--- config.mk ---
export PLATFORM = sky130hd
export DESIGN_NAME = pir_resolver
export DESIGN_NICKNAME = d
export VERILOG_FILES = /design/src/core/pir_pkg.sv /design/src/core/pir_enc_if.sv /design/src/core/pir_prio_enc.sv /design/src/core/pir_resolver.sv
export SDC_FILE = /design/constraint.sdc
export NUM_CORES = 1
export LEC_CHECK = 0
export BUFFER_PORTS_ARGS = -buffer_cell sky130_fd_sc_hd__buf_2
export CAP_MARGIN = 40
export CORE_ASPECT_RATIO = 1.1
export CORE_UTILIZATION = 52
export DETAILED_ROUTE_END_ITERATION = 12
export PLACE_DENSITY = 0.79
export RECOVER_POWER = 50
export SKIP_CTS_REPAIR_TIMING = 1
export SYNTH_ARGS = -nofsm -noshare
export SYNTH_HDL_FRONTEND = slang
export SYNTH_SLANG_ARGS = --single-unit
--- constraint.sdc ---
create_clock -name clk_i -period 4.2 [get_ports clk_i]
set_clock_uncertainty 0.1 [all_clocks]
set_input_delay 1.05 -clock clk_i [delete_from_list [all_inputs] [get_ports clk_i]]
set_output_delay 1.05 -clock clk_i [all_outputs]
set_load 0.005 [all_outputs]
--- src/core/pir_pkg.sv ---
// Package of constants and types for the priority interrupt resolver
// Function
// - Internal trap group, up to eight levels
// - External group, up to 24 levels
// - Unique priority number orders all levels
// - Any trap beats every external level
// - Lower level number wins within group
// - Divert flow to winning level's routine
// - Trap levels fixed to their sources
// - Trap logic present only when installed
// - Dedicated vectors: traps 060, externals 070
// - Traps always armed; externals need software
// - Disarmed triggers ignored; armed ones wait
// - Waiting becomes active at boundary, unheld
package pir_pkg;
	localparam int unsigned TRAP_LEVELS = 8;
	localparam int unsigned EXT_LEVELS  = 24;
	localparam int unsigned LINK_LINES  = 4;
	localparam int unsigned LINK_BASE   = 20;
	localparam int unsigned VEC_W       = 7;
	localparam logic [VEC_W-1:0] TRAP_VEC_BASE = 7'h30;
	localparam logic [VEC_W-1:0] EXT_VEC_BASE  = 7'h38;
	localparam int unsigned TRAP_PWR_DOWN  = 0;
	localparam int unsigned TRAP_PWR_UP    = 1;
	localparam int unsigned TRAP_RESTRICT  = 2;
	localparam int unsigned TRAP_INSTR     = 3;
	localparam int unsigned TRAP_STALL     = 4;
	localparam int unsigned TRAP_TIMER     = 5;
	localparam int unsigned TRAP_FPU       = 6;
	localparam logic [TRAP_LEVELS-1:0] TRAP_INSTALLED_DEF = 8'h7f;
	localparam logic [EXT_LEVELS-1:0]  EXT_RST = 24'h000000;
	typedef enum logic [2:0] {
		PIR_IDLE = 3'b001,
		PIR_TRAP = 3'b010,
		PIR_EXT  = 3'b100
	} pir_state_e;
endpackage : pir_pkg

--- src/core/pir_enc_if.sv ---
// Interface carrying one priority encoder's request and result
`timescale 1ns/100ps
interface pir_enc_if #(parameter int unsigned N = 8, parameter int unsigned W = 3);
	logic [N-1:0] req;
	logic         hit;
	logic [W-1:0] idx;
	modport enc (input req, output hit, output idx);
	modport user (output req, input hit, input idx);
endinterface : pir_enc_if

--- src/core/pir_prio_enc.sv ---
// Fixed priority encoder, lowest index wins
`timescale 1ns/100ps
module pir_prio_enc #(
	parameter int unsigned N = 8,
	parameter int unsigned W = 3
) (
	pir_enc_if.enc e
);
	// lowest index wins
	// Scan from the top so the lowest set bit is left last
	always_comb begin
		e.hit = 1'b0;
		e.idx = '0;
		for (int i = N - 1; i >= 0; i--) begin
			if (e.req[i]) begin
				e.hit = 1'b1;
				e.idx = W'(i);
			end
		end
	end
endmodule : pir_prio_enc

--- src/core/pir_resolver.sv ---
// Priority interrupt resolver top: traps and external levels
`timescale 1ns/100ps
module pir_resolver
	import pir_pkg::*;
#(
	parameter logic [TRAP_LEVELS-1:0] TRAP_INSTALLED = TRAP_INSTALLED_DEF
) (
	input  wire logic                   clk_i,
	input  wire logic                   resetn_i,
	input  wire logic [TRAP_LEVELS-1:0] trap_trig_i,
	input  wire logic [EXT_LEVELS-1:0]  ext_trig_i,
	input  wire logic [LINK_LINES-1:0]  link_trig_i,
	input  wire logic                   arm_wr_i,
	input  wire logic [EXT_LEVELS-1:0]  arm_i,
	input  wire logic [EXT_LEVELS-1:0]  enable_i,
	input  wire logic                   sw_trig_wr_i,
	input  wire logic [EXT_LEVELS-1:0]  sw_req_i,
	input  wire logic [EXT_LEVELS-1:0]  sw_act_i,
	input  wire logic                   hold_i,
	input  wire logic                   release_i,
	input  wire logic                   boundary_i,
	input  wire logic                   trap_done_i,
	input  wire logic                   ext_done_i,
	output logic                        divert_o,
	output logic [VEC_W-1:0]            vector_o,
	output logic                        in_trap_o,
	output logic [EXT_LEVELS-1:0]       arm_o,
	output logic [EXT_LEVELS-1:0]       enable_o,
	output logic [EXT_LEVELS-1:0]       wait_o,
	output logic [EXT_LEVELS-1:0]       active_o,
	output logic                        held_o
);
	// Registered state
	logic [TRAP_LEVELS-1:0] trap_s1_q, trap_s2_q, trap_prev_q, trap_pend_q;
	logic [EXT_LEVELS-1:0]  ext_s1_q, ext_s2_q, ext_prev_q;
	logic [EXT_LEVELS-1:0]  arm_q, en_q, wait_q, act_q;
	logic [LINK_LINES-1:0]  link_s1_q, link_s2_q;
	logic                   held_q, in_trap_q, divert_q;
	logic [VEC_W-1:0]       vec_q;
	pir_state_e             state_q, state_d;

	// Decode and selection nets
	logic [TRAP_LEVELS-1:0] trap_edge, trap_mask, trap_clr;
	logic [EXT_LEVELS-1:0]  ext_lvl, ext_edge, ext_new, on_line, higher_act;
	logic [EXT_LEVELS-1:0]  eligible, grant;
	logic [EXT_LEVELS-1:0]  act_set, act_clr, act_left;
	logic [VEC_W-1:0]       vec_d;
	logic                   take_trap, take_ext;

	pir_enc_if #(.N(TRAP_LEVELS), .W(3)) trap_if ();
	pir_enc_if #(.N(EXT_LEVELS),  .W(5)) ext_if ();

	// Two-stage synchronisers; triggers arrive from other clock domains
	// Only the second stage of each pair is read by the logic
	always_ff @(posedge clk_i) begin
		trap_s1_q <= trap_trig_i;
		trap_s2_q <= trap_s1_q;
		ext_s1_q  <= ext_trig_i;
		ext_s2_q  <= ext_s1_q;
		link_s1_q <= link_trig_i;
		link_s2_q <= link_s1_q;
	end

	assign trap_mask = TRAP_INSTALLED;
	assign trap_edge = trap_s2_q & ~trap_prev_q & trap_mask;

	generate
		for (genvar g = 0; g < EXT_LEVELS; g++) begin : g_lvl
			if (g >= LINK_BASE && g < LINK_BASE + LINK_LINES) begin : g_lk
				assign ext_lvl[g] = ext_s2_q[g] | link_s2_q[g - LINK_BASE];
			end else begin : g_pl
				assign ext_lvl[g] = ext_s2_q[g];
			end
			// Levels above this one that are active and on line
			if (g == 0) begin : g_h0
				assign higher_act[g] = 1'b0;
			end else begin : g_hn
				assign higher_act[g] = |(on_line[g-1:0]);
			end
		end
	endgenerate

	// A level held high asks once; only its rising edge counts
	assign ext_edge = ext_lvl & ~ext_prev_q;
	assign ext_new  = (ext_edge | (sw_trig_wr_i ? sw_req_i : EXT_RST)) & arm_q;
	// An inhibited active level is permissive and lets lower levels in
	assign on_line  = act_q & en_q;
	assign eligible = wait_q & arm_q & en_q & ~higher_act & ~on_line;

	// Encoders see only what may be taken now
	assign trap_if.req = trap_pend_q;
	assign ext_if.req  = eligible;
	pir_prio_enc #(.N(TRAP_LEVELS), .W(3)) u_trap_enc (.e(trap_if));
	pir_prio_enc #(.N(EXT_LEVELS),  .W(5)) u_ext_enc  (.e(ext_if));

	assign take_trap = boundary_i & trap_if.hit & ~in_trap_q;
	assign take_ext  = boundary_i & ~take_trap & ~in_trap_q & ext_if.hit
	                 & ~held_q;
	assign grant = take_ext ? (EXT_LEVELS'(1) << ext_if.idx) : EXT_RST;

	// Trap level taken now leaves the pending set
	assign trap_clr = take_trap ? (8'h01 << trap_if.idx) : 8'h00;

	// Software may mark levels active directly, next to the grant
	assign act_set = grant | (sw_trig_wr_i ? sw_act_i : EXT_RST);
	// A finished routine retires the most urgent on-line active level.
	// Keyed to no trap running rather than to the ext state, so that a
	// routine which a trap preempted can still retire after the trap.
	assign act_clr = (ext_done_i && state_q != PIR_TRAP)
	               ? (on_line & ~higher_act)
	               : EXT_RST;
	assign act_left = act_q & ~act_clr;

	// Vector of the level taken; unchanged when nothing is taken
	assign vec_d = take_trap ? (TRAP_VEC_BASE + VEC_W'(trap_if.idx))
	             : take_ext  ? (EXT_VEC_BASE + VEC_W'(ext_if.idx))
	             : vec_q;

	// Service state: a trap routine runs to completion before anything else
	// An ext routine may be preempted by a trap, never the reverse
	always_comb begin
		state_d = state_q;
		case (state_q)
			PIR_IDLE: begin
				if (take_trap) state_d = PIR_TRAP;
				else if (take_ext) state_d = PIR_EXT;
			end
			PIR_TRAP: begin
				if (trap_done_i) state_d = PIR_IDLE;
			end
			PIR_EXT: begin
				if (take_trap) state_d = PIR_TRAP;
				else if (ext_done_i && !(|act_left)) state_d = PIR_IDLE;
			end
			default: state_d = PIR_IDLE;
		endcase
	end

	// Trap pending latch; a new edge wins over the clear of its level
	always_ff @(posedge clk_i) begin
		if (!resetn_i) begin
			trap_prev_q <= '0;
			trap_pend_q <= '0;
		end else begin
			trap_prev_q <= trap_s2_q;
			trap_pend_q <= (trap_pend_q & ~trap_clr) | trap_edge;
		end
	end

	// Arm and enable registers, loaded whole by software
	always_ff @(posedge clk_i) begin
		if (!resetn_i) begin
			arm_q <= EXT_RST;
			en_q  <= EXT_RST;
		end else if (arm_wr_i) begin
			arm_q <= arm_i;
			en_q  <= enable_i;
		end
	end

	// Waiting and active; new triggers win over the grant clearing wait
	always_ff @(posedge clk_i) begin
		if (!resetn_i) begin
			ext_prev_q <= EXT_RST;
			wait_q     <= EXT_RST;
			act_q      <= EXT_RST;
		end else begin
			ext_prev_q <= ext_lvl;
			wait_q     <= (wait_q & ~grant) | ext_new;
			act_q      <= (act_q | act_set) & ~act_clr;
		end
	end

	// Hold flag: set wins if hold and release come together
	always_ff @(posedge clk_i) begin
		if (!resetn_i) held_q <= 1'b0;
		else if (hold_i) held_q <= 1'b1;
		else if (release_i) held_q <= 1'b0;
	end

	// Service state and trap flag move together
	always_ff @(posedge clk_i) begin
		if (!resetn_i) begin
			state_q   <= PIR_IDLE;
			in_trap_q <= 1'b0;
		end else begin
			state_q   <= state_d;
			in_trap_q <= (state_d == PIR_TRAP);
		end
	end

	always_ff @(posedge clk_i) begin
		if (!resetn_i) begin
			divert_q <= 1'b0;
			vec_q    <= '0;
		end else begin
			divert_q <= take_trap | take_ext;
			vec_q    <= vec_d;
		end
	end

	// Outputs straight from their flops
	assign divert_o  = divert_q;
	assign vector_o  = vec_q;
	assign in_trap_o = in_trap_q;
	assign arm_o     = arm_q;
	assign enable_o  = en_q;
	assign wait_o    = wait_q;
	assign active_o  = act_q;
	assign held_o    = held_q;
endmodule : pir_resolver

==> results of run 1 <==
layer usage:
layer,vias to the layer above,track usage [%]
met5,-,0
met4,0,8.793
met3,54,6.455
met2,372,48.94
met1,3976,37.42
li1,4087,-
power by group:
part / internal, uW / switching, uW
sequential: 2190 / 113
clock: 1120 / 809
combinational: 242 / 275
total: 3550 / 1200
final cells by class:
type	count	area (sq um)
Inverter	16	60.06
Clock buffer	31	634.4
Tap cell	234	292.8
Sequential cell	218	4364
Timing Repair Buffer	264	1344
Clock inverter	8	81.33
Multi-Input combinational cell	708	4459
Antenna cell	1	2.502
Fill cell	1466	5778
per-stage QoR:
stage               hold slack (ps)  util, %  worst slack [ps]  instances  area (sq um)
floorplan                     209.6        -             921.0        986          9072
global placement              210.4    61.90             557.8       1438         10530
detailed placement            212.1    61.99             542.0       1439         10550
CTS                           225.7    66.19             680.0       1478         11260
global route                  229.9    66.04             174.1       1480         11240
finish                        224.8    66.04             488.8       1480         11240
kinds of logic (layout without fill, tap and decap cells):
kind of cell / after synthesis / after routing / share of synthesized area, %
multiplexers: 49 / 49 / 5.406
other: 0 / 1 / 0
AND/OR/NAND/NOR: 380 / 380 / 23.43
AO/OA/AOI/OAI: 278 / 278 / 20.18
flip-flops: 218 / 218 / 48.10
buffers and inverters: 60 / 319 / 2.744
adder cells (fa/ha/maj): 1 / 1 / 0.1379
synthesized netlist by cell type (all sizes together) (7+ instances only):
master  count
inv        16
nand3      29
nand4      16
dfxtp     218
mux2i      49
or3        12
o22ai      13
nand2b     31
a211oi      7
nor3       31
and2       36
o21a        8
and4b      11
a21boi     37
nor2b      68
nor2       31
buf        13
o21ai      64
clkbuf     31
a21oi      69
a31oi      11
nand2      85
and3       10
worst register-to-register path, cell delays in order (launching register included):
cell       delay, ps
dfxtp_1          370
a222oi_1         670
nand2_1          340
a21oi_1          360
a21oi_1          130
o2bb2ai_1        780
a21boi_2         620
a31oi_1          150
sequential cells by signal, indices dropped and copies added (netlist names), 7 cells and up:
register     count
active_o        24
arm_o           24
enable_o        24
ext_prev_q      24
ext_s1_q        24
ext_s2_q        24
wait_o          24
trap_if.req      8
trap_prev_q      7
trap_s1_q        7
trap_s2_q        7
vector_o         7
how the worst max path moves through the flow:
stage,to,from,cells past startpoint
3_5_place_dp,active_o[21],boundary_i,8
2_1_floorplan,wait_o[20],boundary_i,8
6_report,active_o[4],resetn_i,4
5_1_grt,active_o[4],resetn_i,4
3_3_place_gp,active_o[23],boundary_i,8
4_1_cts,wait_o[10],enable_o[3],7
==> qor.yml, run 1 <==
status: "finished with violations"
failed_checks: "capacitance limit, slew limit"
viasPerCell: 5.736
placementRows: 50
ys_ff_latch: 218
num_vias: 8489
cp-end-kind: "flop"
worst_setup_path_start_kind: "input pin"
worst_ep_arrival_time_ps: 4020
drt_iter0_drc: 603
synth_nets: 1128
m1WireLength_um: 11230
slew_violations: 73
dr_wl_met3_um: 2427
synth_area_leaders: "dfxtp_1 48%, mux2i_1 5.4%, nor2b_1 4.7%"
final_nets: 1372
cts_tree: "done"
power_density_nw_per_um2: 422.6
final_hold_viol_count: 0
syn_area_per_cell_sq_um: 9.201
drc: 0
fp.dieH_um: 140.5
hp-start: "ext_s1_q[5]"
clock-sinks: 218
topRoutingLayerUsed: "met4"
worstHoldEndpoint: "ext_s2_q[5]"
fmax_ghz: 0.2695
syn-cell-area_sq_um: 9072
ys_warn_count: 0
yosysSeqAreaShare_pct: 48.10
antenna_found_initial: 1
drive_above_1_share_pct: 23.37
portBuffers: 245
critPathMaxStageDelay_ps: 1860
crit_type: "in -> reg"
drv_cap: 1
syn_inst: 986
worstPathCellList: "clkbuf_1, o21ai_0, or3_1, o22ai_1"
rsz0062_at_grt: "no"
drt_pre_antenna_iters: 6
hpwl_um: 20090
post-route-period-util_pct: 88.36
met2_length_um: 12610
total_power_uw: 4749
wl_per_cell_um: 18.21
reg2reg_slack_ps: 530
slew_headroom_pct: -78.87
route.final.wire_length_um: 26950
reg2reg_depth: 7
grt-ovfl-total: 0
setup_tns_ps: 0
reg2reg_from: "enable_o[3]"
grt_max_degree: 73
clock-root-buffer: "clkbuf_16"
layout_common_cells: "221 x buf_2, 218 x dfxtp_1, 85 x nand2_1"
period_needed_ps: 3711
cpLargestDelayFamily: "buffers and inverters"
ys_types: 72
power_leakage_uw: 0.004884
grt_pass1_vias: 7706
clk_latency_ps: 520
hp-class: "reg -> reg"
critical_path_required_ps: 4510
routabilityCongestion: 0.9399
critPathSlowestCell: "clkbuf_1"
grt_usage_pct: 29.21
synth_top_cell_area_share_pct: 48.10
dieArea_sq_um: 17980
synth_area_leader_cell: "dfxtp_1"
synth-edff-count: 0
postSynth.asyncResetShare_pct: 0
coreArea_sq_um: 17020
grt_pass1_wl_um: 40940
hold_path_depth: 0
cts_buffers: 22
max-vdd-ir-drop_v: 0.0003299
clk_pin_slew_worst_paths_ps: 60
area_growth_pct: 23.87
worst-path-buf-inv: 1
design.portCount: 247
h-tree-depth: 1
ys.flop_type: "dfxtp_1"
setup_viol: 0
layout_commonest_cell: "buf_2"
clk_path_buf_depth: 3
die_x_um: 127.9
worstMarginPinSlew_ps: 2683
detail-route-antenna-nets: 0
crit_fanout: 72
start_util_pct: 53.32
r2r-end: "wait_o[10]"
Power figures use the tool's default switching activity.
==> run 2, diff against run 1 <==
--- a/config.mk
+++ b/config.mk
@@ -5,13 +5,14 @@
 export SDC_FILE = /design/constraint.sdc
 export NUM_CORES = 1
 export LEC_CHECK = 0
+export ABC_AREA = 1
 export BUFFER_PORTS_ARGS = -buffer_cell sky130_fd_sc_hd__buf_2
 export CAP_MARGIN = 40
 export CORE_ASPECT_RATIO = 1.1
-export CORE_UTILIZATION = 52
+export CORE_UTILIZATION = 51
 export DETAILED_ROUTE_END_ITERATION = 12
 export PLACE_DENSITY = 0.79
-export RECOVER_POWER = 50
+export RECOVER_POWER = 100
 export SKIP_CTS_REPAIR_TIMING = 1
 export SYNTH_ARGS = -nofsm -noshare
 export SYNTH_HDL_FRONTEND = slang
==> qor.yml, run 2 <==
start_util_pct: 52.61  # was 53.32%
layout_commonest_cell: "nand2_1"  # was buf_2
cp-end-kind: "flop"  # unchanged
worstMarginPinSlew_ps: 1960  # was 2683 ps
yosysSeqAreaShare_pct: 52.52  # was 48.10%
synth_area_leader_cell: "dfxtp_1"  # unchanged
route.final.wire_length_um: 24590  # was 26950 um
routabilityCongestion: 0.9011  # was 0.9399
grt-ovfl-total: 0  # unchanged
failed_checks: "capacitance limit, slew limit"  # unchanged
cts_tree: "done"  # unchanged
placementRows: 48  # was 50
p_sw_uw: 1234  # was 1196 uW
num_vias: 8018  # was 8489
slew_headroom_pct: -30.65  # was -78.87%
p_clk_share_pct: 43.6  # was 40.6%
ys_warn_count: 0  # unchanged
grt_usage_pct: 29.27  # was 29.21%
viasPerCell: 5.237  # was 5.736
swShare_pct: 24.43  # was 25.19%
netlist_top_cells_count: "226 x nand2_1, 218 x dfxtp_1, 141 x nor2_1"  # was 218 x dfxtp_1, 85 x nand2_1, 69 x a21oi_1
cp_common_cell: "nor2_1"
clock-root-buffer: "clkbuf_16"  # unchanged
power_density_nw_per_um2: 483.0  # was 422.6 nW/um^2
clock-sinks: 218  # unchanged
syn_area_per_cell_sq_um: 7.766  # was 9.201 sq um
fp.dieH_um: 135.9  # was 140.5 um
synth_nets: 1212  # was 1128
portBuffers: 245  # unchanged
syn-cell-area_sq_um: 8309  # was 9072 sq um
dpl_worst_slack_ps: 747.9  # was 542.0 ps
fin_hold_ws_ps: 222.9  # was 224.8 ps
antenna_found_initial: 2  # was 1
hpwl_um: 18100  # was 20090 um
setup_tns_ps: 0  # unchanged
h-tree-depth: 1  # unchanged
detail-route-antenna-nets: 0  # unchanged
wl_per_cell_um: 16.06  # was 18.21 um
drive_above_1_share_pct: 19.02  # was 23.37%
status: "finished with violations"  # unchanged
yosysMostFrequentCell: "nand2_1"  # was dfxtp_1
endpoint: "wait_o[3]"  # was active_o[4]
power_leakage_uw: 0.005014  # was 0.004884 uW
reg2reg_from: "enable_o[1]"  # was enable_o[3]
ys_ff_latch: 218  # unchanged
worst_ep_arrival_time_ps: 4010  # was 4020 ps
clk_pin_slew_worst_paths_ps: 60  # about the same
die_x_um: 123.7  # was 127.9 um
fmax_ghz: 0.2654  # was 0.2695 GHz
worst_setup_path_start_kind: "flop"  # was input pin
grt_pass1_wl_um: 37640  # was 40940 um
coreArea_sq_um: 15800  # was 17020 sq um
synth-edff-count: 0  # unchanged
finish.utilization_pct: 66.20  # was 66.04%
syn_inst: 1070  # was 986
drt_pre_antenna_iters: 5  # was 6
final_hold_viol_count: 0  # unchanged
hold_path_depth: 0  # unchanged
synth_area_leaders: "dfxtp_1 53%, nand2_1 10%, nor2_1 6.4%"  # was dfxtp_1 48%, mux2i_1 5.4%, nor2b_1 4.7%
period_needed_ps: 3768  # was 3711 ps
startpoint: "enable_o[1]"  # was resetn_i
area_growth_pct: 25.84  # was 23.87%
cts_buffers: 22  # unchanged
dieArea_sq_um: 16810  # was 17980 sq um
crit_type: "reg -> reg"  # was in -> reg
max-vdd-ir-drop_v: 0.0003532  # was 0.0003299 V
crit_fanout: 8  # was 72
hp-class: "reg -> reg"  # unchanged
combinationalPowerShare_pct: 10.8  # was 10.9%
critical_path_required_ps: 4440  # was 4510 ps
ys_types: 43  # was 72
drc: 0  # unchanged
ys.flop_type: "dfxtp_1"  # unchanged
layout_common_cells: "226 x nand2_1, 218 x dfxtp_1, 170 x buf_2"  # was 221 x buf_2, 218 x dfxtp_1, 85 x nand2_1
slew_violations: 119  # was 73
worstPathCellList: "nand2_1, nand2_2, nor2_1, nand2_4, nor2_8, nand2_2, o21ai_1, nand3_1, a31oi_1, nor2_1, nor2_1, nor2_1, nor2_1, nor2_1, o21bai_2, nand3_2, inv_1, nand3_1, clkinv_1, nand2_1, inv_1, nand3_1, nand2_1, a21oi_1"  # was clkbuf_1, o21ai_0, or3_1, o22ai_1
final_nets: 1457  # was 1372
rsz0062_at_grt: "no"  # unchanged
critPathMaxStageDelay_ps: 370  # was 1860 ps
clk_latency_ps: 500  # was 520 ps
reg2reg_depth: 24  # was 7
fin_ws_ps: 432.2  # was 488.8 ps
clk_path_buf_depth: 3  # unchanged
synth_top_cell_area_share_pct: 52.52  # was 48.10%
critPathSlowestCell: "dfxtp_1"  # was clkbuf_1
reg2reg_slack_ps: 430  # was 530 ps
grt_pass1_vias: 7455  # was 7706
p_int_uw: 3817  # was 3553 uW
drt_iter0_drc: 532  # was 603
post-route-period-util_pct: 89.71  # was 88.36%
postSynth.asyncResetShare_pct: 0  # unchanged
design.portCount: 247  # unchanged
r2r-end: "wait_o[3]"  # was wait_o[10]
setup_viol: 0  # unchanged
fin_area_sq_um: 10460  # was 11240 sq um
seq_power_share_pct: 45.6  # was 48.5%
drv_cap: 2  # was 1
grt_max_degree: 77  # was 73
placed_area_sq_um: 9751  # was 10550 sq um
run 2: cell count changes after synthesis, sizes merged, moves of 37 or more:
cell,before,now
inv,16,122
nor2b,68,0
a21boi,37,0
nor2,31,150
mux2i,49,0
nand2,85,244
run 2: metal layers:
metal	track usage [%]	routed length [um]
met3	4.614	1584
met4	10.91	894
met2	48.33	11430
met1	38.26	10670
met5	0	12
run 2: worst min path at each step:
stage / from / endpoint / slack, ps
3_5_place_dp: ext_s1_q[10] / ext_s2_q[10] / 210
2_1_floorplan: ext_s1_q[0] / ext_s2_q[0] / 210
4_1_cts: link_s1_q[1] / link_s2_q[1] / 230
3_3_place_gp: ext_s1_q[2] / ext_s2_q[2] / 210
6_report: trap_s1_q[0] / trap_s2_q[0] / 220
5_1_grt: ext_s1_q[2] / ext_s2_q[2] / 230
run 2: metrics by stage:
| stage | total power, uW | instances |
|---|---|---|
| after floorplan | 2634 | 1070 |
| after global placement | 2876 | 1489 |
| after detailed placement | 2894 | 1491 |
| after CTS | 5078 | 1530 |
| after global routing | 5244 | 1531 |
| final | 5051 | 1531 |
run 2: critical path: cells and delay by family (launching register included):
family	cells	cell delay [ps]
compound gates	4	590
buf+inv	3	440
flops	1	370
simple gates	17	2130
run 2: power groups by stage:
stage / registers, uW / clock network (uW) / logic, uW
finish: 2300 / 2200 / 543
global route: 2320 / 2320 / 608
CTS: 2300 / 2220 / 555
detailed placement: 2340 / 0 / 550
global placement: 2340 / 0 / 537
floorplan: 2330 / 0 / 308
run 2: layout make-up:
type / instances / area (sq um)
Clock buffer: 29 / 618.1
Clock inverter: 10 / 206.4
Multi-Input combinational cell: 697 / 3348
Timing Repair Buffer: 253 / 1205
Sequential cell: 218 / 4364
Inverter: 123 / 461.7
Tap cell: 200 / 250.2
Antenna cell: 1 / 2.502
Fill cell: 1456 / 5339
run 2: kinds of logic (layout without fill, tap and decap cells):
logic type,Yosys count,after routing,share of synthesized area [%]
other cells,0,1,0
compound gates,194,194,13.22
buf+inv,155,415,7.032
flops,218,218,52.52
simple gates,502,502,27.07
fa+ha+maj,1,1,0.1506
